File: src/identify_consts.svh
`ifndef IDENTIFY_CONSTS_SVH
`define IDENTIFY_CONSTS_SVH

// ==========================================================================
// register byte offsets
`define OFS_RSTRES   8'h00
`define OFS_ACOUSTIC 8'h04
`define OFS_SECTOR   8'h08
`define OFS_CAPLO    8'h0c
`define OFS_CAPHI    8'h10
`define OFS_WWNHI    8'h14
`define OFS_WWNLO    8'h18
`define OFS_FEAT     8'h1c
`define OFS_POWER    8'h20
`define OFS_CACHE    8'h24
`define OFS_STATUS   8'h28

// ==========================================================================
// register count, writable masks and reset values
`define NUM_CFG_REGS 10
`define MASK_RSTRES   32'h0000_00ff
`define MASK_ACOUSTIC 32'h0000_ffff
`define MASK_SECTOR   32'h3fff_003f
`define MASK_CAPLO    32'hffff_ffff
`define MASK_CAPHI    32'h0000_ffff
`define MASK_WWNHI    32'hffff_ffff
`define MASK_WWNLO    32'hffff_ffff
`define MASK_FEAT     32'h007f_ff1f
`define MASK_POWER    32'h0f3f_bfff
`define MASK_CACHE    32'h01ff_03ff
`define RST_ZERO      32'h0000_0000
`define RST_CACHE     32'h0101_0000

// ==========================================================================
// identify word numbers
`define W_RESET   8'h5d
`define W_ACOUST  8'h5e
`define W_CAP0    8'h64
`define W_CAP1    8'h65
`define W_CAP2    8'h66
`define W_CAP3    8'h67
`define W_SECTOR  8'h6a
`define W_WWN0    8'h6c
`define W_WWN1    8'h6d
`define W_WWN2    8'h6e
`define W_WWN3    8'h6f
`define W_SUPP    8'h77
`define W_ENAB    8'h78
`define W_SECUR   8'h80
`define W_POWER   8'ha0
`define W_CMDXP   8'hce
`define W_ALIGN   8'hd1
`define W_CACHE   8'hd6
`define W_WRV     8'hdc
`define W_TRANS   8'hde

// ==========================================================================
// field values
`define TRANSPORT_SERIAL 4'h1

`endif

File: src/identify_pkg.sv
`default_nettype none

package identify_pkg;

  // reset outcome seen by the master unit
  typedef struct packed {
    logic       cableAbove;
    logic [1:0] numMethod;
    logic       diagPassed;
    logic       sawPassedDiag;
    logic       sawSlavePresent;
    logic       masterResponds;
    logic       isSlave;
  } resetCfg_type;

  // sector geometry fields
  typedef struct packed {
    logic [13:0] alignOffset;
    logic        largeLogical;
    logic        multiLogical;
    logic [3:0]  ratioLog2;
  } sectorCfg_type;

  typedef enum {PH_IDLE, PH_DONE} apbPhase_type;

endpackage : identify_pkg

`default_nettype wire

File: src/identify_word_builder.sv
// Functional notes
// - slave unit returns zero in the whole reset result low byte
// - bit 6: master responds while slave selected
// - bit 5: master saw slave-present activity signal
// - bit 4: master saw passed-diagnostics signal
// - bit 3: master self-diagnostic passed
// - bits 2:1: device number method, 01 jumper, 10 cable select, 11 other
// - bit 8 fixed one, bit 0 one for master unit only, bit 7 reserved
// - word 94: recommended acoustic value high, current value low
// - word 106: bit15 zero, bit14 one, bit13 multi, bits 3:0 ratio
// - word 106 bit 12 large logical sector, bits 11:4 reserved
// - words 100-103 hold 48-bit user sector count
// - words 108-111 world wide name, 112-115 reserved
// - word 119 supported feature bits 4 to 1
// - word 120 mirrors 119, bit 1 enabled, bit15 zero, bit14 one
// - word 128 bit 8 security level, other high bits reserved
// - word 128 bits 5:0 security flags, active high
// - word 160 valid, power mode one required, disabled, max current
// - word 206 command transport support bits 5:0, vendor bits 15:12
// - word 209 bit15 zero, bit14 one, bits 13:0 alignment offset
// - word 214 cache versions and enable flags
// - word 220 low byte write-read-verify mode, high byte reserved
// - word 222 transport type in bits 15:12; zero means no version
// - serial transport minor compliance flags in word 222 bits 3:0
`timescale 1ns/1ps
`default_nettype none
`include "identify_consts.svh"

module identify_word_builder (
  input  wire logic        clk,       // 40 MHz core clock
  input  wire logic        reset_n,   // async reset, active low
  input  wire logic        psel,      // apb select
  input  wire logic        penable,   // apb enable
  input  wire logic        pwrite,    // apb direction
  input  wire logic [7:0]  paddr,     // apb byte address
  input  wire logic [31:0] pwdata,    // apb write data
  input  wire logic [3:0]  pstrb,     // apb byte strobes
  output logic      [31:0] prdata,    // apb read data
  output logic             pready,    // apb ready
  output logic             pslverr,   // apb error on unmapped address
  input  wire logic        wordReq,   // identify word request pulse
  input  wire logic [7:0]  wordIndex, // identify word number
  output logic      [15:0] wordData,  // identify word value
  output logic             wordValid  // one-cycle answer strobe
);

  // ========================================================================
  // helpers
  function automatic logic [3:0] regIndex(input logic [7:0] addr);
    regIndex = addr[5:2];
  endfunction : regIndex

  function automatic logic [31:0] regMask(input logic [3:0] idx);
    case (idx)
      4'h0:    regMask = `MASK_RSTRES;
      4'h1:    regMask = `MASK_ACOUSTIC;
      4'h2:    regMask = `MASK_SECTOR;
      4'h3:    regMask = `MASK_CAPLO;
      4'h4:    regMask = `MASK_CAPHI;
      4'h5:    regMask = `MASK_WWNHI;
      4'h6:    regMask = `MASK_WWNLO;
      4'h7:    regMask = `MASK_FEAT;
      4'h8:    regMask = `MASK_POWER;
      4'h9:    regMask = `MASK_CACHE;
      default: regMask = 32'h0000_0000;
    endcase
  endfunction : regMask

  function automatic logic [31:0] regReset(input logic [3:0] idx);
    regReset = (idx == regIndex(`OFS_CACHE)) ? `RST_CACHE : `RST_ZERO;
  endfunction : regReset

  // ========================================================================
  // apb register file
  identify_pkg::apbPhase_type phase_r;
  identify_pkg::apbPhase_type phase_nxt;
  logic [31:0]                cfg_r   [0:`NUM_CFG_REGS-1];
  logic [31:0]                cfg_nxt [0:`NUM_CFG_REGS-1];
  logic [31:0]                prdata_r;
  logic [31:0]                prdata_nxt;
  logic                       pready_r;
  logic                       pready_nxt;
  logic                       pslverr_r;
  logic                       pslverr_nxt;
  logic                       mapped;
  logic                       isStatus;
  logic [3:0]                 idx;
  logic [31:0]                statusWord;
  logic [31:0]                merged;

  assign idx      = regIndex(paddr);
  assign isStatus = (paddr == `OFS_STATUS);
  assign mapped   = (paddr[1:0] == 2'b00) &&
                    ((idx < 4'(`NUM_CFG_REGS)) || isStatus) &&
                    (paddr[7:6] == 2'b00);

  always_comb begin
    phase_nxt   = phase_r;
    pready_nxt  = 1'b0;
    pslverr_nxt = 1'b0;
    prdata_nxt  = prdata_r;
    merged      = 32'h0000_0000;
    for (int i = 0; i < `NUM_CFG_REGS; i++) begin
      cfg_nxt[i] = cfg_r[i];
    end
    case (phase_r)
      identify_pkg::PH_IDLE: begin
        if (psel && penable) begin
          phase_nxt   = identify_pkg::PH_DONE;
          pready_nxt  = 1'b1;
          pslverr_nxt = !mapped;
          prdata_nxt  = 32'h0000_0000;
          if (mapped && !pwrite) begin
            prdata_nxt = isStatus ? statusWord : cfg_r[idx];
          end
        end
      end
      identify_pkg::PH_DONE: begin
        // the transfer completes at this edge; writes land here only
        phase_nxt = identify_pkg::PH_IDLE;
        if (psel && penable && pwrite && mapped && !isStatus) begin
          for (int b = 0; b < 4; b++) begin
            merged[b*8 +: 8] = pstrb[b] ? pwdata[b*8 +: 8] : cfg_r[idx][b*8 +: 8];
          end
          cfg_nxt[idx] = merged & regMask(idx);
        end
      end
      default: phase_nxt = identify_pkg::PH_IDLE;
    endcase
  end

  always_ff @(posedge clk or negedge reset_n) begin
    if (!reset_n) begin
      phase_r   <= identify_pkg::PH_IDLE;
      prdata_r  <= 32'h0000_0000;
      pready_r  <= 1'b0;
      pslverr_r <= 1'b0;
      for (int i = 0; i < `NUM_CFG_REGS; i++) begin
        cfg_r[i] <= regReset(4'(i));
      end
    end else begin
      phase_r   <= phase_nxt;
      prdata_r  <= prdata_nxt;
      pready_r  <= pready_nxt;
      pslverr_r <= pslverr_nxt;
      for (int i = 0; i < `NUM_CFG_REGS; i++) begin
        cfg_r[i] <= cfg_nxt[i];
      end
    end
  end

  assign prdata  = prdata_r;
  assign pready  = pready_r;
  assign pslverr = pslverr_r;

  // ========================================================================
  // configuration fields
  identify_pkg::resetCfg_type  resetCfg;
  identify_pkg::sectorCfg_type sectorCfg;
  logic [15:0]                 word93;
  logic [15:0]                 word106;
  logic [15:0]                 word209;
  logic [31:0]                 acoustReg;
  logic [31:0]                 capLo;
  logic [31:0]                 capHi;
  logic [31:0]                 wwnHi;
  logic [31:0]                 wwnLo;
  logic [31:0]                 featReg;
  logic [31:0]                 powerReg;
  logic [31:0]                 cacheReg;

  assign resetCfg  = identify_pkg::resetCfg_type'(cfg_r[regIndex(`OFS_RSTRES)][7:0]);
  assign sectorCfg = identify_pkg::sectorCfg_type'({cfg_r[regIndex(`OFS_SECTOR)][29:16],
                                                    cfg_r[regIndex(`OFS_SECTOR)][5:0]});
  assign acoustReg = cfg_r[regIndex(`OFS_ACOUSTIC)];
  assign capLo     = cfg_r[regIndex(`OFS_CAPLO)];
  assign capHi     = cfg_r[regIndex(`OFS_CAPHI)];
  assign wwnHi     = cfg_r[regIndex(`OFS_WWNHI)];
  assign wwnLo     = cfg_r[regIndex(`OFS_WWNLO)];
  assign featReg   = cfg_r[regIndex(`OFS_FEAT)];
  assign powerReg  = cfg_r[regIndex(`OFS_POWER)];
  assign cacheReg  = cfg_r[regIndex(`OFS_CACHE)];

  reset_result_encoder resetEnc (
    .cfg    (resetCfg),
    .word93 (word93)
  );

  sector_geometry_encoder sectorEnc (
    .cfg     (sectorCfg),
    .word106 (word106),
    .word209 (word209)
  );

  // ========================================================================
  // identify word assembly
  logic [15:0] wordData_r;
  logic [15:0] wordData_nxt;
  logic        wordValid_r;
  logic        wordValid_nxt;
  logic [7:0]  lastIndex_r;
  logic [7:0]  lastIndex_nxt;
  logic [15:0] served_r;
  logic [15:0] served_nxt;
  logic [15:0] word;
  logic [3:0]  transType;

  assign transType  = cacheReg[19:16];
  assign statusWord = {8'h00, served_r, lastIndex_r};

  // ========================================================================
  // named fields of the configuration words
  logic [7:0]  acoustRecommended;
  logic [7:0]  acoustCurrent;
  logic [3:0]  featSupported;
  logic        wrvEnabled;
  logic [7:0]  wrvMode;
  logic        securityMax;
  logic [5:0]  securityFlags;
  logic        powerValid;
  logic        powerRequired;
  logic        powerDisabled;
  logic [11:0] maxCurrent;
  logic [5:0]  transportBits;
  logic [3:0]  vendorBits;
  logic [3:0]  cacheVersion;
  logic [3:0]  cachePowerVersion;
  logic        cacheEnabled;
  logic        cachePowerEnabled;
  logic [3:0]  minorBits;
  logic        reportVersion;

  // security and verify-mode fields share the feature word
  assign acoustRecommended = acoustReg[15:8];
  assign acoustCurrent     = acoustReg[7:0];
  assign featSupported     = featReg[3:0];
  assign wrvEnabled        = featReg[4];
  assign wrvMode           = featReg[15:8];
  assign securityMax       = featReg[16];
  assign securityFlags     = featReg[22:17];
  assign powerValid        = powerReg[15];
  assign powerRequired     = powerReg[13];
  assign powerDisabled     = powerReg[12];
  assign maxCurrent        = powerReg[11:0];
  assign transportBits     = powerReg[21:16];
  assign vendorBits        = powerReg[27:24];
  assign cacheVersion      = cacheReg[3:0];
  assign cachePowerVersion = cacheReg[7:4];
  assign cacheEnabled      = cacheReg[8];
  assign cachePowerEnabled = cacheReg[9];
  assign minorBits         = cacheReg[23:20];
  assign reportVersion     = cacheReg[24];

  always_comb begin
    word = 16'h0000;
    case (wordIndex)
      `W_RESET:  word = word93;
      `W_ACOUST: word = {acoustRecommended, acoustCurrent};
      `W_CAP0:   word = capLo[15:0];
      `W_CAP1:   word = capLo[31:16];
      `W_CAP2:   word = capHi[15:0];
      `W_CAP3:   word = 16'h0000;
      `W_SECTOR: word = word106;
      `W_WWN0:   word = wwnHi[31:16];
      `W_WWN1:   word = wwnHi[15:0];
      `W_WWN2:   word = wwnLo[31:16];
      `W_WWN3:   word = wwnLo[15:0];
      `W_SUPP: begin
        word[15:14] = 2'b01;
        word[4:1]   = featSupported;
      end
      `W_ENAB: begin
        word[15:14] = 2'b01;
        word[4:2]   = featSupported[3:1];
        word[1]     = wrvEnabled;
      end
      `W_SECUR: begin
        word[8]   = securityMax;
        word[5:0] = securityFlags;
      end
      `W_POWER: begin
        word[15]   = powerValid;
        word[13]   = powerRequired;
        word[12]   = powerDisabled;
        word[11:0] = maxCurrent;
      end
      `W_CMDXP: begin
        word[15:12] = vendorBits;
        word[5:0]   = transportBits;
      end
      `W_ALIGN:  word = word209;
      `W_CACHE: begin
        word[15:12] = cacheVersion;
        word[11:8]  = cachePowerVersion;
        word[4]     = cacheEnabled;
        word[0]     = cachePowerEnabled;
      end
      `W_WRV:    word = {8'h00, wrvMode};
      `W_TRANS: begin
        if (reportVersion) begin
          word[15:12] = transType;
          if (transType == `TRANSPORT_SERIAL) begin
            word[3:0] = minorBits;
          end
        end
      end
      default:   word = 16'h0000;
    endcase
  end

  always_comb begin
    wordData_nxt  = wordData_r;
    wordValid_nxt = 1'b0;
    lastIndex_nxt = lastIndex_r;
    served_nxt    = served_r;
    if (wordReq) begin
      wordData_nxt  = word;
      wordValid_nxt = 1'b1;
      lastIndex_nxt = wordIndex;
      served_nxt    = served_r + 16'h0001;
    end
  end

  always_ff @(posedge clk or negedge reset_n) begin
    if (!reset_n) begin
      wordData_r  <= 16'h0000;
      wordValid_r <= 1'b0;
      lastIndex_r <= 8'h00;
      served_r    <= 16'h0000;
    end else begin
      wordData_r  <= wordData_nxt;
      wordValid_r <= wordValid_nxt;
      lastIndex_r <= lastIndex_nxt;
      served_r    <= served_nxt;
    end
  end

  assign wordData  = wordData_r;
  assign wordValid = wordValid_r;

endmodule : identify_word_builder

`default_nettype wire

File: src/reset_result_encoder.sv
`timescale 1ns/1ps
`default_nettype none

module reset_result_encoder (
  input  wire identify_pkg::resetCfg_type cfg,    // reset outcome settings
  output logic [15:0]                     word93  // hardware reset result word
);

  logic [7:0] lowByte;

  always_comb begin
    lowByte = {1'b0,
               cfg.masterResponds,
               cfg.sawSlavePresent,
               cfg.sawPassedDiag,
               cfg.diagPassed,
               cfg.numMethod,
               1'b1};
    if (cfg.isSlave) begin
      lowByte = 8'h00;
    end
    word93 = {1'b0, 1'b1, cfg.cableAbove, 4'h0, 1'b1, lowByte};
  end

endmodule : reset_result_encoder

`default_nettype wire

File: src/sector_geometry_encoder.sv
`timescale 1ns/1ps
`default_nettype none

module sector_geometry_encoder (
  input  wire identify_pkg::sectorCfg_type cfg,    // geometry settings
  output logic [15:0]                      word106, // sector size word
  output logic [15:0]                      word209  // alignment word
);

  always_comb begin
    word106 = {1'b0, 1'b1, cfg.multiLogical, cfg.largeLogical,
               8'h00, cfg.ratioLog2};
    word209 = {1'b0, 1'b1, cfg.alignOffset};
  end

endmodule : sector_geometry_encoder

`default_nettype wire

File: config.mk
export PLATFORM = sky130hd
export DESIGN_NAME = identify_word_builder
export DESIGN_NICKNAME = d
export VERILOG_FILES = /design/src/identify_pkg.sv /design/src/identify_word_builder.sv /design/src/reset_result_encoder.sv /design/src/sector_geometry_encoder.sv
export VERILOG_INCLUDE_DIRS = /design/src
export SDC_FILE = /design/constraint.sdc
export NUM_CORES = 1
export LEC_CHECK = 0
export ABC_CLOCK_PERIOD_IN_PS = 2200
export BUFFER_PORTS_ARGS = -buffer_cell sky130_fd_sc_hd__buf_4
export CORE_MARGIN = 5
export CORE_UTILIZATION = 55
export DETAILED_ROUTE_END_ITERATION = 10
export GPL_TIMING_DRIVEN = 0
export PLACE_DENSITY = 0.78
export SKIP_LAST_GASP = 1
export SYNTH_ARGS = -nofsm -noshare
export SYNTH_HDL_FRONTEND = slang
export SYNTH_SLANG_ARGS = --single-unit
export TNS_END_PERCENT = 20
File: constraint.sdc
create_clock -name clk -period 2.2 [get_ports clk]
set_input_delay 0.33 -clock clk [delete_from_list [all_inputs] [get_ports clk]]
set_output_delay 0.33 -clock clk [all_outputs]
set_load 0.1 [all_outputs]
==> impl_metrics.tcl <==
set metrics [dict create \
    min_period_over_period_pct 109 \
    switching_share_pct 26.7 \
    hold_depth 3 \
    vias 18600 \
    final_nets 2140 \
    cp_slowest_stage_delay_ps 780 \
    antennaDiodeCount 0 \
    synth.area.mux_share_pct 16.6 \
    antenna_found_initial 2 \
    outcome "complete, but fails checks" \
    ir_drop_uv 671 \
    hold_path_class "input port to flip-flop" \
    ys_seq_elements 396 \
    num-fill-cells 2807 \
    ys_warn_count 0 \
    setup_viol 197 \
    grt_pass1_vias 18100 \
    cap_violations 0 \
    power_uw 17000 \
    layout_min_cycle_time_ps 2390 \
    yosys.area.top_type "dfrtp_1" \
    min_to "cacheReg[23]" \
    drive_above_1_share_pct 26.6 \
    crit_slowest_cell "buf_1" \
    synth_area_leaders "dfrtp_1, mux4_2, o21ai_0" \
    synth-xor-area-share_pct 0.650 \
    seq_area_frac_synth_pct 49.0 \
    drc 0 \
    endpoint_kind "flip-flop" \
    critPathMaxFanout 10 \
    drt_first_pass_iters 6 \
    cts.sinks 396 \
    synth_area_um2 20200 \
    violations "negative setup slack" \
    r2r_slack_ps -150 \
    internal_power_uw 12500 \
    cts_buffer_depth 3 \
    post-route-worst-setup-slack_ps -190 \
    wl_um 94900 \
    min_from "pwdata[23]" \
    ios 109 \
    grtUsageTotal_pct 45.8 \
    finClkSkew_ps 25.7 \
    critPathArrivalTime_ps 2840 \
    required_ps 2650 \
    start_util_pct 55.5 \
    p_clk_share_pct 46.1 \
    core_area_um2 36400 \
    critical_path_buf_inv_count 2 \
    design_area_um2 24000 \
    clkTransAtPathRegs_ps 60 \
    numCtsBuffers 44 \
    vias_per_cell 7.22 \
    clockRootBuffer "clkbuf_16" \
    clk_latency_ps 610 \
    crit_type "input port to flip-flop" \
    fin_util_pct 65.9 \
    crit_family "buffers and inverters" \
    mostFrequentLayoutCell "dfrtp_1" \
    mostFrequentLayoutCells "dfrtp_1, nand2_1, o21ai_0" \
    die_h_um 202 \
    synth_top_area_share_pct 48.8 \
    cts_tree "done" \
    r2r_start "capLo[24]" \
    cts_max_level 2 \
    synth_compound_area_share_pct 16.7 \
    area_growth_pct 18.7 \
    rows 70 \
    synth_nets 1962 \
    r2r_cells 6 \
    slew_headroom_pct 8.51 \
    dieArea_um2 40700 \
    numPortBuffers 103 \
    timing.rr.end "cfg_r[248]" \
    place_area_um2 21700 \
    ys.flop_type "dfrtp_1" \
    cp-start-kind "input port" \
    synth_cells 1896 \
    combPwrFrac_pct 9.9 \
    fp.dieW_um 202 \
    grt_pass1_wl_um 133000 \
    power_density_nw_per_um2 710 \
    cp_cell_sequence "clkbuf_1, buf_1, nor2b_1, a22oi_1, o22ai_1, nor3_1, o2bb2ai_1" \
    yosys.area_share.adder_pct 0.495 \
    final-max-slew-violation-count 0 \
    synth-edff-count 0 \
    p_leak_uw 0.0106 \
    routabilityCongestion 1.06 \
    timing.fmax_mhz 418 \
    synth_top_family_by_area "compound AO/OA/AOI/OAI gates" \
    startpoint "wordIndex[5]" \
    switching_power_uw 4550 \
    syn_avg_cell_area_um2 10.7 \
    tightestPinTransition_ps 1370 \
    drtAntennaViolNets 0 \
    rsz0062_at_grt "yes" \
    overflow 0 \
    grt_max_degree 125 \
    hold_viol_final 0 \
    async_flop_share_pct 100 \
    synth.distinct_cells 84 \
    post_drt_wl_per_cell_um 36.8 \
    p_seq_share_pct 44.0 \
    synthSimpleGateAreaFrac_pct 12.6 \
    dpl.hpwl_um 68900 \
    drtIter0Drc 2935 \
]
[cells by family after synthesis]
family | after synthesis
flops | 396
mux | 245
fa+ha+maj | 8
xor+xnor | 15
buf+inv | 168
simple gates | 545
compound gates | 519
[area by class of cell]
class	count	area, um2	area share, %
plain buffers	146	857	3.57
clock buffers	67	1310	5.45
clock inverters	14	206	0.860
inverters	21	78.8	0.328
multi-input cells	1335	9920	41.3
flip-flops and latches	396	9910	41.3
well taps	468	586	2.44
repair buffers	130	1130	4.71
[cells in the mapped netlist (11+ instances only)]
cell / number
a211oi_1: 21
a21oi_1: 37
a22o_1: 21
a22oi_1: 17
a31oi_1: 13
a32oi_1: 11
and2_1: 12
buf_2: 46
clkbuf_1: 77
dfrtp_1: 394
inv_1: 20
mux2_2: 105
mux2i_1: 79
mux4_2: 61
nand2_1: 307
nand2b_1: 14
nand3_1: 45
nand4_1: 15
nor2_1: 70
nor2b_1: 12
nor3_1: 13
o211ai_2: 14
o21ai_0: 261
o22ai_1: 24
o31ai_1: 19
[routing by layer]
layer	global-route usage, %	wire length (um)	vias up
li1	-	-	7318
met1	60.5	34700	9321
met2	65.0	39000	1605
met3	17.8	14000	374
met4	25.3	7210	0
met5	0	0	-
[worst max-delay path by stage]
stage | slack (ps) | depth (start not counted) | end
global placement | -2960 | 1 | cfg_r[226]
floorplan | -20 | 10 | cacheReg[22]
global route | -150 | 9 | featReg[7]
detailed placement | -1220 | 11 | wwnLo[12]
CTS | -180 | 5 | capLo[22]
finish | -190 | 7 | wordData[10]
[flip-flops by register name (all words and copies together), names as in the netlist, 32 cells and up]
register   cells
wwnLo         32
acoustReg     32
capHi         32
prdata        32
capLo         32
powerReg      32
wwnHi         32
featReg       32
cfg_r         64
cacheReg      32
[repair_timing]
action | 4_1_cts | 5_1_grt
pin swaps | 11 | 6
hold endpoints to repair | 54 | 0
gates resized for setup | 97 | 69
buffers inserted | 9 | 9
cloned | 2 | 1
hold buffers | 2 | 0
setup endpoints to repair | 343 | 311
[worst register-to-register path: stages, from the launching register on]
cell,delay [ps]
dfrtp_1,430
mux4_2,520
mux2i_2,430
o22ai_1,270
o211ai_4,290
buf_12,180
o21ai_0,110
[power by group through the flow]
stage          Clock (uW)  Combinational, uW  Sequential (uW)
2_1_floorplan           0                662             7710
3_3_place_gp            0               1430             7620
3_5_place_dp            0               1480             7620
4_1_cts              7760               1570             7490
5_1_grt              8090               1730             7510
6_report             7850               1680             7490
[stage by stage]
stage	instances	hold slack, ps	TNS [ps]	worst slack, ps
finish	2577	156	-9580	-190
global route	2577	186	-11440	-154
CTS	2567	145	-7510	-184
detailed placement	2474	283	-323620	-1220
global placement	2467	457	-1464000	-2960
floorplan	1896	34.4	-150	-23.8
Power figures use the tool's default switching activity.
